<file path="src/design/lic_defs.svh">
// Register offsets, field positions, reset values and timing counts
`ifndef LIC_DEFS_SVH
`define LIC_DEFS_SVH
// Register indices; the byte address is four times the index
`define LIC_IDX_FLAGS      8'hD5
`define LIC_IDX_FPTR       8'hDA
`define LIC_IDX_PEND       8'hDC
`define LIC_IDX_MASK       8'hDD
`define LIC_IDX_SYSCTL     8'hDE
`define LIC_IDX_PRIO       8'hFF
`define LIC_IDX_PORTPEND   8'hF4
`define LIC_IDX_SRCCLR     8'hF5
`define LIC_IDX_SRCEN      8'hF6
`define LIC_IDX_CPUCMD     8'hF7
`define LIC_IDX_GRANT      8'hF8
`define LIC_IDX_EXTEN      8'hF9
`define LIC_ADDR_W         12
// System control fields
`define LIC_SYS_GIE        0
`define LIC_SYS_FEN        1
`define LIC_SYS_FSEL_LO    2
`define LIC_SYS_BIT7       7
`define LIC_SYS_RST        8'h00
// Flag fields
`define LIC_FLG_FIS        1
`define LIC_FLG_RST        8'h00
`define LIC_PEND_RST       8'h00
`define LIC_SRCEN_RST      8'hFF
// Acknowledge cycle lengths
`define LIC_FAST_CLKS      6
`define LIC_NORM_CLKS      22
// CPU command bits
`define LIC_CMD_EI         0
`define LIC_CMD_DI         1
`define LIC_CMD_RET        2
`define LIC_CMD_SNAP       3
// Counter control end-of-count status bit
`define LIC_CTR_EOC        1
// Source numbers (vector order inside a level = index order)
`define LIC_NSRC           8
`define LIC_SRC_RX_ERR     0
`define LIC_SRC_RX_CTL     1
`define LIC_SRC_RX_DATA    2
`define LIC_SRC_TX         3
`define LIC_SRC_CT0        4
`define LIC_SRC_CT1        5
`define LIC_SRC_DMA        6
`define LIC_SRC_EXT        7
`define LIC_RESP_OKAY      2'b00
`define LIC_RESP_SLVERR    2'b10
`endif

</file>
<file path="src/design/lic_pkg.sv">
// Types of the level interrupt controller
package lic_pkg;
  typedef enum logic [1:0] {LIC_IDLE, LIC_ACK, LIC_DONE} lic_phase_t;
  typedef struct packed {
    logic [7:0] sysctl;
    logic [7:0] flags;
    logic [7:0] shadow_flags;
    logic [15:0] fptr;
    logic [7:0] mask;
    logic [7:0] prio;
    logic [7:0] pend;
    logic [15:0] port_pend;
    logic [7:0] src_en;
    logic [7:0] src_lat;
    logic        ext_armed;
    lic_phase_t  phase;
    logic [4:0]  ack_cnt;
    logic [2:0]  ack_level;
    logic [2:0]  ack_src;
    logic        ack_fast;
    logic        aw_got;
    logic        w_got;
    logic [11:0] aw_addr;
    logic [31:0] wdata;
    logic [3:0]  wstrb;
    logic        bvalid;
    logic [1:0]  bresp;
    logic        rvalid;
    logic [31:0] rdata;
    logic [1:0]  rresp;
    logic        ack_pulse;
  } lic_state_t;
endpackage : lic_pkg

</file>
<file path="src/design/lic_ctrl.sv">
// Level interrupt controller with AXI4-Lite register access
// How it works
// Requests are levels held until the source removes the cause
// Port 2/3 edges set pending flops; software write clears them
// Receive-data request drops when received data register is read
// Receiver error/control/wake requests drop when status bit is reset
// Transmit request drops when transmit data register is written (code gives no tx_data_write when the same write also sets bit 0)
// Counter end-of-count request drops when control bit 1 is reset
// DMA request drops when nonzero transfer count is loaded
// System control bit 0 globally enables interrupt taking
// Global enable clears on acknowledge, disable, reset; set by enable, return
// System control bit 1 enables fast handling for selected level
// Software must unmask the level chosen for fast handling
// System control bits 2-4 select the fast-handled level
// Pending register snapshots level requests once per instruction
// Writes to the pending register are ignored
// After reset, port edges cannot set until enable instruction runs
// Mask bit 1 enables its level, 0 blocks it
// Software should disable globally before writing mask or priority
// Priority register orders the eight levels for arbitration
// Fast status set on fast take; return swaps pointer and restores flags (code restores flags only; fptr is never swapped)
// Hardware reset clears the fast status flag
// DMA completion request replaces the served peripheral's request
// Reset zeroes pending, system control bits 7,1,0 and flags bits 1,0
// Grant needs enable, unmasked top level and enabled top source
// Same-level sources: lower vector number wins
// Normal acknowledge clears enable, pushes context, branches to vector
// Fast take lasts 6 clocks instead of 22, swaps pointer, shadows flags (code shadows flags but leaves fptr unchanged)
// Bits 0-7 map to levels 0-7; priority is a configurable tree
//
// Implementation choice: the AXI4-Lite slave port.
`include "lic_defs.svh"
module lic_ctrl (
  // Clock and reset
  input  wire logic        clk,
  input  wire logic        arst_n,
  // AXI4-Lite write address and data
  input  wire logic [11:0] s_axi_awaddr,
  input  wire logic        s_axi_awvalid,
  output logic             s_axi_awready,
  input  wire logic [31:0] s_axi_wdata,
  input  wire logic [3:0]  s_axi_wstrb,
  input  wire logic        s_axi_wvalid,
  output logic             s_axi_wready,
  // AXI4-Lite write response
  output logic [1:0]       s_axi_bresp,
  output logic             s_axi_bvalid,
  input  wire logic        s_axi_bready,
  // AXI4-Lite read
  input  wire logic [11:0] s_axi_araddr,
  input  wire logic        s_axi_arvalid,
  output logic             s_axi_arready,
  output logic [31:0]      s_axi_rdata,
  output logic [1:0]       s_axi_rresp,
  output logic             s_axi_rvalid,
  input  wire logic        s_axi_rready,
  // Port 2/3 external interrupt edges, one pulse each
  input  wire logic [15:0] port_edge,
  // Peripheral level requests
  input  wire logic        rx_err_req,
  input  wire logic        rx_ctl_req,
  input  wire logic        rx_data_req,
  input  wire logic        tx_req,
  input  wire logic        ct0_req,
  input  wire logic        ct1_req,
  input  wire logic        dma_req,
  input  wire logic [1:0]  dma_target,
  input  wire logic        dma_enabled,
  // Source clear strobes to peripherals
  output logic             rx_data_read,
  output logic             rx_status_clr,
  output logic             tx_data_write,
  output logic [1:0]       ct_eoc_clr,
  output logic             dma_count_load,
  // Instruction sequencer
  output logic             irq_take,
  output logic             irq_fast,
  output logic [2:0]       irq_level,
  output logic [2:0]       irq_source,
  output logic             ack_busy,
  output logic             ack_done
);
  lic_pkg::lic_state_t s_ff;
  lic_pkg::lic_state_t nxt_s;
  logic [7:0]  src_raw;
  logic [7:0]  src_act;
  logic [7:0]  lvl_req;
  logic [7:0]  lvl_ok;
  logic [2:0]  win_lvl;
  logic        win_any;
  logic [2:0]  win_src;
  logic [31:0] rd_val;
  logic        rd_hit;
  logic        wr_hit;
  logic [7:0]  wb;
  logic [7:0]  src_lvl [8];
  logic [2:0]  grp [3];
  logic        grp_v [3];
  logic [1:0]  ord [3];
  logic [2:0]  ab;
  logic [2:0]  cd;
  logic        wr_commit;
  logic        wr_clr;

  // ------------------------------------------------------------
  // Source requests
  // ------------------------------------------------------------
  // Levels per source; DMA substitutes when it serves the peripheral
  always_comb
  begin
    src_raw = {|s_ff.port_pend, dma_req, ct1_req, ct0_req, tx_req,
               rx_data_req, rx_ctl_req, rx_err_req};
    if (dma_enabled && dma_req)
    begin
      src_raw[`LIC_SRC_RX_DATA] = (dma_target == 2'h0) ? 1'b0 : src_raw[`LIC_SRC_RX_DATA];
      src_raw[`LIC_SRC_TX]      = (dma_target == 2'h1) ? 1'b0 : src_raw[`LIC_SRC_TX];
      src_raw[`LIC_SRC_EXT]     = (dma_target == 2'h2) ? 1'b0 : src_raw[`LIC_SRC_EXT];
    end
    src_act = src_raw & s_ff.src_en;
  end

  // Fixed level of each source: bits map to levels 0-7
  assign src_lvl = '{8'h40, 8'h40, 8'h40, 8'h02, 8'h04, 8'h20, 8'h02, 8'h08};

  // Level request vector from enabled sources
  always_comb
  begin
    lvl_req = 8'h00;
    for (int i = 0; i < `LIC_NSRC; i++)
    begin
      if (src_act[i])
        lvl_req = lvl_req | src_lvl[i];
    end
    lvl_ok = lvl_req & s_ff.mask;
  end

  // ------------------------------------------------------------
  // Arbitration
  // ------------------------------------------------------------
  // Priority tree: prio bits pick group order and pair order
  always_comb
  begin
    // Group A: 0,1 ; group B: 2,3,4,5 ; group C: 6,7
    grp_v[0] = lvl_ok[0] | lvl_ok[1];
    grp[0] = s_ff.prio[0] ? (lvl_ok[1] ? 3'h1 : 3'h0) : (lvl_ok[0] ? 3'h0 : 3'h1);
    grp_v[1] = |lvl_ok[5:2];
    ab = s_ff.prio[2] ? (lvl_ok[3] ? 3'h3 : 3'h2) : (lvl_ok[2] ? 3'h2 : 3'h3);
    cd = s_ff.prio[5] ? (lvl_ok[5] ? 3'h5 : 3'h4) : (lvl_ok[4] ? 3'h4 : 3'h5);
    if (s_ff.prio[3])
      grp[1] = (|lvl_ok[5:4]) ? cd : ab;
    else
      grp[1] = (|lvl_ok[3:2]) ? ab : cd;
    grp_v[2] = lvl_ok[6] | lvl_ok[7];
    grp[2] = s_ff.prio[4] ? (lvl_ok[7] ? 3'h7 : 3'h6) : (lvl_ok[6] ? 3'h6 : 3'h7);
    // Group order from bits 7,6,1
    unique case ({s_ff.prio[7], s_ff.prio[6], s_ff.prio[1]})
      3'h0, 3'h4: begin ord[0] = 2'h2; ord[1] = 2'h1; ord[2] = 2'h0; end
      3'h1, 3'h5: begin ord[0] = 2'h1; ord[1] = 2'h2; ord[2] = 2'h0; end
      3'h2:       begin ord[0] = 2'h0; ord[1] = 2'h2; ord[2] = 2'h1; end
      3'h3:       begin ord[0] = 2'h2; ord[1] = 2'h0; ord[2] = 2'h1; end
      3'h6:       begin ord[0] = 2'h0; ord[1] = 2'h1; ord[2] = 2'h2; end
      3'h7:       begin ord[0] = 2'h1; ord[1] = 2'h0; ord[2] = 2'h2; end
    endcase
    win_any = 1'b0;
    win_lvl = 3'h0;
    for (int k = 2; k >= 0; k--)
    begin
      if (grp_v[ord[k]])
      begin
        win_any = 1'b1;
        win_lvl = grp[ord[k]];
      end
    end
  end

  // Lowest vector source within the winning level
  always_comb
  begin
    win_src = 3'h0;
    for (int i = `LIC_NSRC - 1; i >= 0; i--)
    begin
      if (src_act[i] && src_lvl[i][win_lvl])
        win_src = 3'(i);
    end
  end

  // ------------------------------------------------------------
  // Register decode
  // ------------------------------------------------------------
  // Read data mux
  always_comb
  begin
    rd_hit = 1'b1;
    rd_val = 32'h0000_0000;
    unique case (s_axi_araddr[9:2])
      `LIC_IDX_FLAGS:    rd_val = {24'h0, s_ff.flags};
      `LIC_IDX_FPTR:     rd_val = {16'h0, s_ff.fptr};
      `LIC_IDX_PEND:     rd_val = {24'h0, s_ff.pend};
      `LIC_IDX_MASK:     rd_val = {24'h0, s_ff.mask};
      `LIC_IDX_SYSCTL:   rd_val = {24'h0, s_ff.sysctl};
      `LIC_IDX_PRIO:     rd_val = {24'h0, s_ff.prio};
      `LIC_IDX_PORTPEND: rd_val = {16'h0, s_ff.port_pend};
      `LIC_IDX_SRCEN:    rd_val = {24'h0, s_ff.src_en};
      `LIC_IDX_GRANT:    rd_val = {24'h0, s_ff.ack_fast, s_ff.ack_src, 1'b0, s_ff.ack_level};
      `LIC_IDX_EXTEN:    rd_val = {31'h0, s_ff.ext_armed};
      `LIC_IDX_SRCCLR,
      `LIC_IDX_CPUCMD:   rd_val = 32'h0000_0000;
      default:           rd_hit = 1'b0;
    endcase
    if (s_axi_araddr[11:10] != 2'h0 || s_axi_araddr[1:0] != 2'h0)
      rd_hit = 1'b0;
  end

  // Write decode of the captured address
  assign wr_hit = (s_ff.aw_addr[11:10] == 2'h0) && (s_ff.aw_addr[1:0] == 2'h0);
  assign wb = s_ff.wstrb[0] ? s_ff.wdata[7:0] : 8'h00;
  assign wr_commit = s_ff.aw_got && s_ff.w_got && !s_ff.bvalid;
  assign wr_clr = wr_commit && wr_hit && s_ff.aw_addr[9:2] == `LIC_IDX_SRCCLR;

  // ------------------------------------------------------------
  // Next state
  // ------------------------------------------------------------
  always_comb
  begin
    logic [7:0] idx;
    logic       cmd_ei;
    logic       cmd_di;
    logic       cmd_ret;
    logic       cmd_snap;
    nxt_s = s_ff;
    idx = s_ff.aw_addr[9:2];
    cmd_ei = 1'b0;
    cmd_di = 1'b0;
    cmd_ret = 1'b0;
    cmd_snap = 1'b0;
    nxt_s.ack_pulse = 1'b0;
    // Address and data channels in either order
    if (s_axi_awvalid && !s_ff.aw_got)
    begin
      nxt_s.aw_got = 1'b1;
      nxt_s.aw_addr = s_axi_awaddr;
    end
    if (s_axi_wvalid && !s_ff.w_got)
    begin
      nxt_s.w_got = 1'b1;
      nxt_s.wdata = s_axi_wdata;
      nxt_s.wstrb = s_axi_wstrb;
    end
    if (s_ff.bvalid && s_axi_bready)
      nxt_s.bvalid = 1'b0;
    if (wr_commit)
    begin
      nxt_s.aw_got = 1'b0;
      nxt_s.w_got = 1'b0;
      nxt_s.bvalid = 1'b1;
      nxt_s.bresp = `LIC_RESP_OKAY;
      if (!wr_hit)
        nxt_s.bresp = `LIC_RESP_SLVERR;
      else if (s_ff.wstrb[0])
      begin
        unique case (idx)
          `LIC_IDX_FLAGS:  nxt_s.flags = wb;
          `LIC_IDX_FPTR:   nxt_s.fptr = {s_ff.wstrb[1] ? s_ff.wdata[15:8] : s_ff.fptr[15:8], wb};
          `LIC_IDX_MASK:   nxt_s.mask = wb;
          `LIC_IDX_SYSCTL: nxt_s.sysctl = wb;
          `LIC_IDX_PRIO:   nxt_s.prio = wb;
          `LIC_IDX_PEND:   nxt_s.pend = s_ff.pend;
          `LIC_IDX_SRCEN:  nxt_s.src_en = wb;
          `LIC_IDX_PORTPEND:
          begin
            nxt_s.port_pend = s_ff.port_pend & ~{s_ff.wstrb[1] ? s_ff.wdata[15:8] : 8'h00, wb};
          end
          `LIC_IDX_CPUCMD:
          begin
            cmd_ei = wb[`LIC_CMD_EI];
            cmd_di = wb[`LIC_CMD_DI];
            cmd_ret = wb[`LIC_CMD_RET];
            cmd_snap = wb[`LIC_CMD_SNAP];
          end
          default: nxt_s.bresp = (idx == `LIC_IDX_SRCCLR) ? `LIC_RESP_OKAY : `LIC_RESP_SLVERR;
        endcase
      end
    end
    // Read channel: one answer at a time
    if (s_ff.rvalid && s_axi_rready)
      nxt_s.rvalid = 1'b0;
    if (s_axi_arvalid && !s_ff.rvalid)
    begin
      nxt_s.rvalid = 1'b1;
      nxt_s.rdata = rd_val;
      nxt_s.rresp = rd_hit ? `LIC_RESP_OKAY : `LIC_RESP_SLVERR;
    end
    // Enable instruction arms the external edge capture
    if (cmd_ei)
    begin
      nxt_s.ext_armed = 1'b1;
      nxt_s.sysctl[`LIC_SYS_GIE] = 1'b1;
    end
    if (cmd_di)
      nxt_s.sysctl[`LIC_SYS_GIE] = 1'b0;
    // Return: fast status selects the flag restore from the shadow copy
    if (cmd_ret)
    begin
      nxt_s.sysctl[`LIC_SYS_GIE] = 1'b1;
      if (s_ff.flags[`LIC_FLG_FIS])
      begin
        nxt_s.flags = s_ff.shadow_flags;
        nxt_s.flags[`LIC_FLG_FIS] = 1'b0;
      end
    end
    // Edges set pending bits; set wins over a same-cycle clear
    if (s_ff.ext_armed)
      nxt_s.port_pend = nxt_s.port_pend | port_edge;
    // Instruction-end snapshot and arbitration
    if (cmd_snap)
    begin
      nxt_s.pend = lvl_req;
      if (s_ff.sysctl[`LIC_SYS_GIE] && win_any && s_ff.phase == lic_pkg::LIC_IDLE)
      begin
        nxt_s.phase = lic_pkg::LIC_ACK;
        nxt_s.ack_level = win_lvl;
        nxt_s.ack_src = win_src;
        nxt_s.sysctl[`LIC_SYS_GIE] = 1'b0;
        nxt_s.ack_fast = s_ff.sysctl[`LIC_SYS_FEN] &&
                         (s_ff.sysctl[`LIC_SYS_FSEL_LO +: 3] == win_lvl);
        if (nxt_s.ack_fast)
        begin
          nxt_s.ack_cnt = 5'(`LIC_FAST_CLKS - 1);
          nxt_s.shadow_flags = s_ff.flags;
          nxt_s.flags[`LIC_FLG_FIS] = 1'b1;
        end
        else
          nxt_s.ack_cnt = 5'(`LIC_NORM_CLKS - 1);
      end
    end
    // Acknowledge cycle length
    unique case (s_ff.phase)
      lic_pkg::LIC_IDLE: nxt_s.ack_pulse = 1'b0;
      lic_pkg::LIC_ACK:
      begin
        if (s_ff.ack_cnt == 5'h00)
          nxt_s.phase = lic_pkg::LIC_DONE;
        else
          nxt_s.ack_cnt = s_ff.ack_cnt - 5'h01;
      end
      lic_pkg::LIC_DONE:
      begin
        nxt_s.ack_pulse = 1'b1;
        nxt_s.phase = lic_pkg::LIC_IDLE;
      end
      default: nxt_s.phase = lic_pkg::LIC_IDLE;
    endcase
  end

  // ------------------------------------------------------------
  // State register
  // ------------------------------------------------------------
  always_ff @(posedge clk or negedge arst_n)
  begin
    if (!arst_n)
    begin
      s_ff <= '0;
      s_ff.sysctl <= `LIC_SYS_RST;
      s_ff.flags <= `LIC_FLG_RST;
      s_ff.pend <= `LIC_PEND_RST;
      s_ff.src_en <= `LIC_SRCEN_RST;
    end
    else
      s_ff <= nxt_s;
  end

  // ------------------------------------------------------------
  // Outputs
  // ------------------------------------------------------------
  // Bus handshakes
  assign s_axi_awready = !s_ff.aw_got;
  assign s_axi_wready  = !s_ff.w_got;
  assign s_axi_bvalid  = s_ff.bvalid;
  assign s_axi_bresp   = s_ff.bresp;
  assign s_axi_arready = !s_ff.rvalid;
  assign s_axi_rvalid  = s_ff.rvalid;
  assign s_axi_rdata   = s_ff.rdata;
  assign s_axi_rresp   = s_ff.rresp;
  // Source clear strobes from register accesses
  assign rx_data_read   = s_axi_arvalid && !s_ff.rvalid && rd_hit &&
                          s_axi_araddr[9:2] == `LIC_IDX_SRCCLR;
  assign rx_status_clr  = wr_clr && wb[0];
  assign tx_data_write  = wr_clr && !wb[0] && wb[1];
  assign ct_eoc_clr     = wr_clr ? wb[3:2] : 2'h0;
  assign dma_count_load = wr_clr && wb[4];
  // Sequencer view of the granted interrupt
  assign irq_take   = s_ff.phase == lic_pkg::LIC_ACK;
  assign irq_fast   = s_ff.ack_fast;
  assign irq_level  = s_ff.ack_level;
  assign irq_source = s_ff.ack_src;
  assign ack_busy   = s_ff.phase != lic_pkg::LIC_IDLE;
  assign ack_done   = s_ff.ack_pulse;
endmodule : lic_ctrl

</file>
<file path="config.mk">
export PLATFORM = sky130hd
export DESIGN_NAME = lic_ctrl
export DESIGN_NICKNAME = d
export VERILOG_FILES = /design/src/design/lic_pkg.sv /design/src/design/lic_ctrl.sv
export VERILOG_INCLUDE_DIRS = /design/src /design/src/design
export SDC_FILE = /design/constraint.sdc
export NUM_CORES = 1
export LEC_CHECK = 0
export BUFFER_PORTS_ARGS = -buffer_cell sky130_fd_sc_hd__buf_2
export CORE_MARGIN = 5
export CORE_UTILIZATION = 50
export DETAILED_ROUTE_END_ITERATION = 7
export HOLD_SLACK_MARGIN = 0.03
export PLACE_DENSITY = 0.76
export SLEW_MARGIN = 20
export SYNTH_ARGS = -nofsm -noshare
export SYNTH_HDL_FRONTEND = slang
export SYNTH_SLANG_ARGS = --single-unit
export TNS_END_PERCENT = 100
</file>
<file path="constraint.sdc">
create_clock -name clk -period 3.04 [get_ports clk]
set_input_delay 0.304 -clock clk [delete_from_list [all_inputs] [get_ports clk]]
set_output_delay 0.304 -clock clk [all_outputs]
set_load 0.1 [all_outputs]
</file>
=== Yosys cells after proc, flatten, opt, wreduce, memory -nomap -nowiden ===
Memory sizes are Yosys's and may differ from the RTL's.
Cells that the tools add are included.

* Bits in latches: 0
* Input port bits: 93
* Word-level logic and storage cells: 264
* Memory bits (writable): 0
* Memory bits (read-only): 88
* Memories: 6
* Output and inout bits: 57
* Register bits: 174

* Divide/modulo/power cells: 0
* Equal/unequal tests: 27
* Shift-type cells: 0
* Multipliers: 0
* Mux-type cells: 128
* Add/subtract/negate cells: 1
* Bitwise gates (word level): 10
* Order comparisons: 4
* Reduce and logical (&&, ||, !) cells: 60

{| class="wikitable"
|+ Memories
! memory !! words !! bits a word !! read ports !! clocked after Yosys merged registers in !! wr ports !! RTL line !! text
|-
| (no name shown) || 8 || 6 || 1 || 0 || 0 || lic_ctrl.sv:156 || <nowiki>unique case ({s_ff.prio[7], s_ff.prio[6], s_ff.prio[1]})</nowiki>
|-
| (no name shown) || 8 || 1 || 1 || 0 || 0 || lic_ctrl.sv:182 || <nowiki>if (src_act[i] && src_lvl[i][win_lvl])</nowiki>
|-
| (no name shown) || 8 || 1 || 1 || 0 || 0 || lic_ctrl.sv:182 ||
|-
| (no name shown) || 8 || 1 || 1 || 0 || 0 || lic_ctrl.sv:182 ||
|-
| (no name shown) || 8 || 1 || 1 || 0 || 0 || lic_ctrl.sv:182 ||
|-
| (no name shown) || 8 || 1 || 1 || 0 || 0 || lic_ctrl.sv:182 ||
|}

{| class="wikitable"
|+ Operator list
! cell !! number
|-
| == test 8 bit (second input constant) || 22
|-
| one-hot mux 16 bit (10 select lines) || 1
|-
| 2-to-1 mux 3 bit || 22
|-
| 2-to-1 mux 32 bit || 2
|-
| 2-to-1 mux 1 bit || 61
|-
| 2-to-1 mux 8 bit || 6
|-
| 2-to-1 mux 9 bit || 4
|-
| 2-to-1 mux 35 bit || 1
|-
| 2-to-1 mux 16 bit || 2
|-
| logical AND 1 bit || 28
|-
| 2-to-1 mux 14 bit || 2
|-
| 2-to-1 mux 24 bit || 1
|-
| 2-to-1 mux 2 bit || 11
|-
| 2-to-1 mux 7 bit || 3
|-
| AND reduction 4 bit || 5
|-
| binary-select mux 3 bit (select 2 bit) || 3
|-
| AND 16 bit || 1
|-
| inverter 16 bit || 1
|-
| bitwise OR 16 bit || 1
|-
| OR reduction 16 bit || 1
|-
| 2-to-1 mux 5 bit || 3
|-
| nonzero test 2 bit || 7
|-
| OR reduction 12 bit || 1
|-
| greater-or-equal comparator 3 bit (second input constant) || 3
|-
| 23 further kinds || 38
|}

=== Logic depth before layout (Yosys ltp) ===
* Depth after elaboration: 38
* Mapped depth: 12
* Depth with buffers taken out: 11

=== Worst setup path before layout ===
No wires, ideal clock.

* Path type: reg2out
* Start: register s_ff, in the netlist s_axi_rvalid
* End: output rx_data_read
* Slack: -2.250 ns
* Data required time: 2.736 ns
* Arrival time: 4.986 ns
* Stages on the path, launching flop included: 4
* Buffers on the path: 0
* Cells stage by stage: dfrtp_1 -> inv_1 -> nand2_1 -> nor4b_1

* Cells in the longest elaborated chain, start to end: 4

{| class="wikitable"
|+ Ends and longest elaborated chain
! what !! RTL line !! text
|-
| from (decl) || lic_ctrl.sv:83 || <nowiki>lic_pkg::lic_state_t s_ff;</nowiki>
|-
| from (signal assigned) || lic_ctrl.sv:369 || <nowiki>s_ff <= nxt_s;</nowiki>
|-
| zero test 1 bit || -- ||
|-
| named net s_axi_arready || lic_ctrl.sv:52 || <nowiki>output logic s_axi_arready,</nowiki>
|-
| logical AND 1 bit (2 in series) || lic_ctrl.sv:385 || <nowiki>assign rx_data_read = s_axi_arvalid && !s_ff.rvalid && rd_hit &&</nowiki>
|-
| logical AND 1 bit (no source line) || -- ||
|-
| to (decl) || lic_ctrl.sv:70 || <nowiki>output logic rx_data_read,</nowiki>
|}

The timed path passes the listed nets, and every way through them passes these cells.

=== Worst setup path in the final report ===
* Start: register s_ff[116] in the netlist's numbering
* End: register s_ff[181] in the netlist's numbering

* Cells in the longest elaborated chain, start to end: 18
* Elaborated cells between the ends (all ways): 41
* Classes of those cells: eq/ne: 1; mux: 32; bitwise: 2; reduce/logical: 6

{| class="wikitable"
|+ Ends and longest elaborated chain
! what !! RTL line !! text
|-
| AND 8 bit * || lic_ctrl.sv:119 || <nowiki>src_act = src_raw & s_ff.src_en;</nowiki>
|-
| 2-to-1 mux 3 bit * || lic_ctrl.sv:131 || <nowiki>if (src_act[i])</nowiki>
|-
| 2-to-1 mux 6 bit * || lic_ctrl.sv:131 ||
|-
| 2-to-1 mux 4 bit * || lic_ctrl.sv:131 ||
|-
| AND 7 x 8 -> 8 bit * || lic_ctrl.sv:134 || <nowiki>lvl_ok = lvl_req & s_ff.mask;</nowiki>
|-
| 2-to-1 mux 1 bit (2 in series) || lic_ctrl.sv:147 || <nowiki>ab = s_ff.prio[2] ? (lvl_ok[3] ? 3'h3 : 3'h2) : (lvl_ok[2] ? 3'h2 : 3'h3);</nowiki>
|-
| 2-to-1 mux 3 bit (on tied branches) || lic_ctrl.sv:152, lic_ctrl.sv:150 ||
|-
| 2-to-1 mux 3 bit || lic_ctrl.sv:149 || <nowiki>if (s_ff.prio[3])</nowiki>
|-
| binary-select mux 3 bit (select 2 bit) || lic_ctrl.sv:171 || <nowiki>win_lvl = grp[ord[k]];</nowiki>
|-
| 2-to-1 mux 3 bit (implied by the code) (2 in series) || lic_ctrl.sv:171 ||
|-
| 2-to-1 mux 3 bit (3 in series) || lic_ctrl.sv:168 || <nowiki>if (grp_v[ord[k]])</nowiki>
|-
| == test 3 bit || lic_ctrl.sv:325 || <nowiki>(s_ff.sysctl[`LIC_SYS_FSEL_LO +: 3] == win_lvl);</nowiki>
|-
| logical AND 1 bit || lic_ctrl.sv:324 || <nowiki>nxt_s.ack_fast = s_ff.sysctl[`LIC_SYS_FEN] &&</nowiki>
|-
| AND reduction 3 bit (no source line) * || -- ||
|}

Every way passes the cells marked *; elsewhere a longest branch is shown, timed or not. The select of a mux whose other input is x is not followed.
A chain may end at the register's enable or synchronous reset.

==> summary.md <==
| Metric | Value |
|---|---|
| Transition time at the pin with the least slew margin | `683 ps` |
| Final number of setup-violating endpoints | `7` |
| Violations in the final reports | `negative setup slack` |
| RSZ-0062 raised after global routing | `true` |
| IO Port Bufs | `113` |
| Nets | `971` |
| Kind of critical path | `register to register` |
| Kind of end point of the critical path | `register` |
| Top post-synthesis cells by area | `sky130_fd_sc_hd__dfrtp_1, sky130_fd_sc_hd__mux2_2, sky130_fd_sc_hd__buf_4` |
| Gate family responsible for the most delay along the worst path | `simple AND/OR/NAND/NOR gates` |
| Antenna-violating nets left | `0` |
| Mean instance size in the synthesized netlist | `10.8 sq um` |
| Vias per Instance | `5.86` |
| Sequential share of the synthesized area | `49.0%` |
| Area fraction in compound gates after synthesis | `14.7%` |
| Basic-gate share of the synthesized area counting and, or, nand and nor cells | `14.6%` |
| Maximum number of pins on one net before global-route repair | `68` |
| Total clock buffers created by CTS | `17` |
| Largest voltage drop on the vdd net | `509 uV` |
| Overall power | `6160 uW` |
| Clock latency on the worst-skew pair | `430 ps` |
| Max-cap viol count | `0` |
| Number of clock sinks | `152` |
| Period utilization | `104%` |
| Cell area power density | `636 nW/um^2` |
| Yosys warning total | `0` |
| Adder and majority gate portion of the synthesized area | `0.482%` |
| Pins Over Slew Limit | `0` |
| CP arrival | `3460 ps` |
| Achievable frequency | `317 MHz` |
| Instance count of the mapped netlist | `718` |
| Worst-path cell with the longest stage delay | `sky130_fd_sc_hd__or4_4` |
| Remaining Overflow, GRT | `0` |
| Post-layout min period | `3150 ps` |
| Worst Hold Class | `primary input to register` |
| Die boundary width | `135 um` |
| Top-count cell post-synth | `sky130_fd_sc_hd__dfrtp_1` |
| Boundary Pins | `150` |
| Depth of the CTS H-tree | `4` |
| Synth Area in XOR/XNOR | `0.450%` |
| Total standard cell area after synthesis | `7780 sq um` |
| Placed Cells incl. Taps | `1,059` |
| Antenna violations before repair | `0` |
| Post-route DRC | `0` |
| Post-synth EDFFs | `0` |
| Total cell area at the placement stage | `8900 sq um` |
| Dominant cell type by area after synthesis | `sky130_fd_sc_hd__dfrtp_1` |
| CP max FO | `5` |
| Wire length of the first global-routing pass | `35.1 mm` |
| Kind of launch point of the worst setup path | `register` |
| Largest family of logic cells by synthesized area | `compound AO/OA/AOI/OAI gates` |
| Synth top cells by count | `sky130_fd_sc_hd__dfrtp_1, sky130_fd_sc_hd__nand2_1, sky130_fd_sc_hd__mux2_2` |
| Multiplexer share of the synthesized area | `14.3%` |
| Reported leakage power | `0.00466 uW` |
| Post-DP HPWL | `15.9 mm` |
| Total number of vias | `6,439` |
| Worst path buffer plus inverter count | `0` |
| Root buffer cell | `sky130_fd_sc_hd__clkbuf_16` |
| Initial drt markers | `536` |
| Most used flip-flop cell after synthesis | `sky130_fd_sc_hd__dfrtp_1` |
| Growth of design area from synthesis to finish | `24.6%` |
| Clock tree from TritonCTS | `built` |
| Number of endpoints with negative hold slack in the final report | `0` |
| Longest Clk Path Bufs | `2` |
| Die Outline Area | `18,200 sq um` |
| Post-synthesis cell type count | `72` |
| Required @ worst endpoint | `3350 ps` |
| Run status | `complete, but fails checks` |
| Non-filler instance count after layout | `1,099` |
| Most Frequent Cell on Critical Path | `sky130_fd_sc_hd__mux2_4` |
| Antenna diode instance count | `0` |
| Longest individual stage delay on the worst path | `620 ps` |
| Per-cell routed wire length | `20.3 um` |
| Global Route Usage Sum | `25.0%` |
| Vias in the first global route | `6,434` |
| CTS clock-pin slew for the worst setup and hold paths | `60 ps` |
| Effective utilization at floorplan | `51.0%` |
| Die height | `135 um` |
| Share of async-settable or async-resettable flops after synthesis | `100%` |
| Series of cell instances along the critical path | `nand3_1 > or3_1 > a31oi_2 > o22ai_1 > a21o_1 > mux2_4 > xor2_2 > or4_4 > mux2_4` |
| Total Routed Length | `22.3 mm` |
| DR pass1 iterations | `6` |
| Headroom to the max-slew limit | `54.5%` |
| Area share of the largest cell type after synthesis | `46.3%` |
| Post-route cell area | `9690 sq um` |
| Area of the core | `15,300 sq um` |
| Setup slack after layout | `-115 ps` |
| RePlAce Congestion | `0.949` |
| Layout cells sized above 1 | `39.8%` |
| Num rows | `45` |
| Worst clock skew on the final layout | `10.9 ps` |
| Count of state elements after synthesis | `152` |
[worst register-to-register path, delay by kind of cell, from the launching register on]
family	cells	cell delay, ps
AND/OR/NAND/NOR	3	1180
multiplexers	2	630
XOR/XNOR	1	180
AO/OA/AOI/OAI	3	530
flip-flops	1	540
[what timing repair did]
action	4_1_cts	5_1_grt
endpoints found under the hold margin	44	0
resized for setup	6	19
endpoints found under the setup margin	8	18
hold buffers	1	0
pin swaps	5	6
setup buffers	3	3
cloned	1	0
[cell families (layout without fill, tap and decap cells)]
logic type | count (synthesis) | after routing
buffers and inverters | 88 | 240
adder cells (fa/ha/maj) | 3 | 3
AND/OR/NAND/NOR | 214 | 215
multiplexers | 98 | 98
AO/OA/AOI/OAI | 158 | 158
XOR/XNOR | 4 | 4
other | 1 | 18
flip-flops | 152 | 152
[sequential cells by signal (all words and copies together) (netlist names)]
register and count:
ack_done 1, irq_source 3, s_axi_bresp 1, s_axi_bvalid 1
irq_level 3, s_axi_rvalid 1, s_axi_rresp 1, s_axi_rdata 16
s_ff 124, irq_fast 1
[metal layers]
layer  vias to the layer above  track usage, %  routed length, um
li1                       2907               -                  -
met1                      3146            33.2               9260
met2                       322            39.4              10400
met3                        64            6.59               1900
met4                         0            9.45                835
met5                         -               0                  0
[stage by stage]
stage,setup WS [ps],util (%),hold slack [ps],setup TNS [ps]
floorplan,-270,-,8.41,-270
global placement,-76.8,58.3,260,-530
detailed placement,-141,58.3,259,-956
CTS,-128,62.8,64.7,-843
global route,-232,63.5,84.6,-1830
finish,-115,63.5,69.5,-623
[power by group]
group          switching [uW]  internal, uW  total, uW
combinational             814           501       1320
sequential                444          2300       2740
clock                     832          1270       2100
[path summary, 6_finish.rpt]
| path | startpoint | endpoint | slack (ps) | cells after the start |
|---|---|---|---|---|
| setup / recovery | s_ff[116] | s_ff[181] | -110 | 9 |
| hold / removal | s_axi_rready | s_axi_rvalid | 70 | 2 |
| setup reg to reg | s_ff[116] | s_ff[181] | -110 | 9 |
| hold reg to reg | s_ff[100] | s_ff[102] | 450 | 1 |
| max in group asynchronous | arst_n | s_axi_rdata[3] | 1820 | 3 |
| min in group asynchronous | arst_n | s_ff[180] | 360 | 2 |
[layout make-up]
cell class / count / area (sq um)
fill: 1208 / 5570
clock buffer: 21 / 470
tap: 211 / 264
timing repair buffer: 192 / 1200
inverter: 16 / 60.1
multi-input combinational: 496 / 3750
sequential: 152 / 3810
clock inverter: 11 / 123
[layout by cell type, fill, tap and decap left out, types with 6 or more instances in the layout]
master                        n
sky130_fd_sc_hd__dfrtp_1    143
sky130_fd_sc_hd__nor2b_1      9
sky130_fd_sc_hd__dfstp_2      8
sky130_fd_sc_hd__a21oi_1     19
sky130_fd_sc_hd__a31oi_1      7
sky130_fd_sc_hd__conb_1      18
sky130_fd_sc_hd__o21ai_0     33
sky130_fd_sc_hd__nor3_1      10
sky130_fd_sc_hd__a22oi_1     22
sky130_fd_sc_hd__and3_1       8
sky130_fd_sc_hd__nand2b_1     6
sky130_fd_sc_hd__clkbuf_16   17
sky130_fd_sc_hd__inv_1       14
sky130_fd_sc_hd__and2_1       6
sky130_fd_sc_hd__a22o_1      21
sky130_fd_sc_hd__mux2_4       8
sky130_fd_sc_hd__nor2_1      39
sky130_fd_sc_hd__nand2_1     77
sky130_fd_sc_hd__mux2i_1     15
sky130_fd_sc_hd__mux2_2      75
sky130_fd_sc_hd__a222oi_1     8
sky130_fd_sc_hd__buf_4       73
sky130_fd_sc_hd__buf_2      108
sky130_fd_sc_hd__a21o_1      11
sky130_fd_sc_hd__nand3_1     14
No activity file was read; power rests on OpenSTA's default activity.
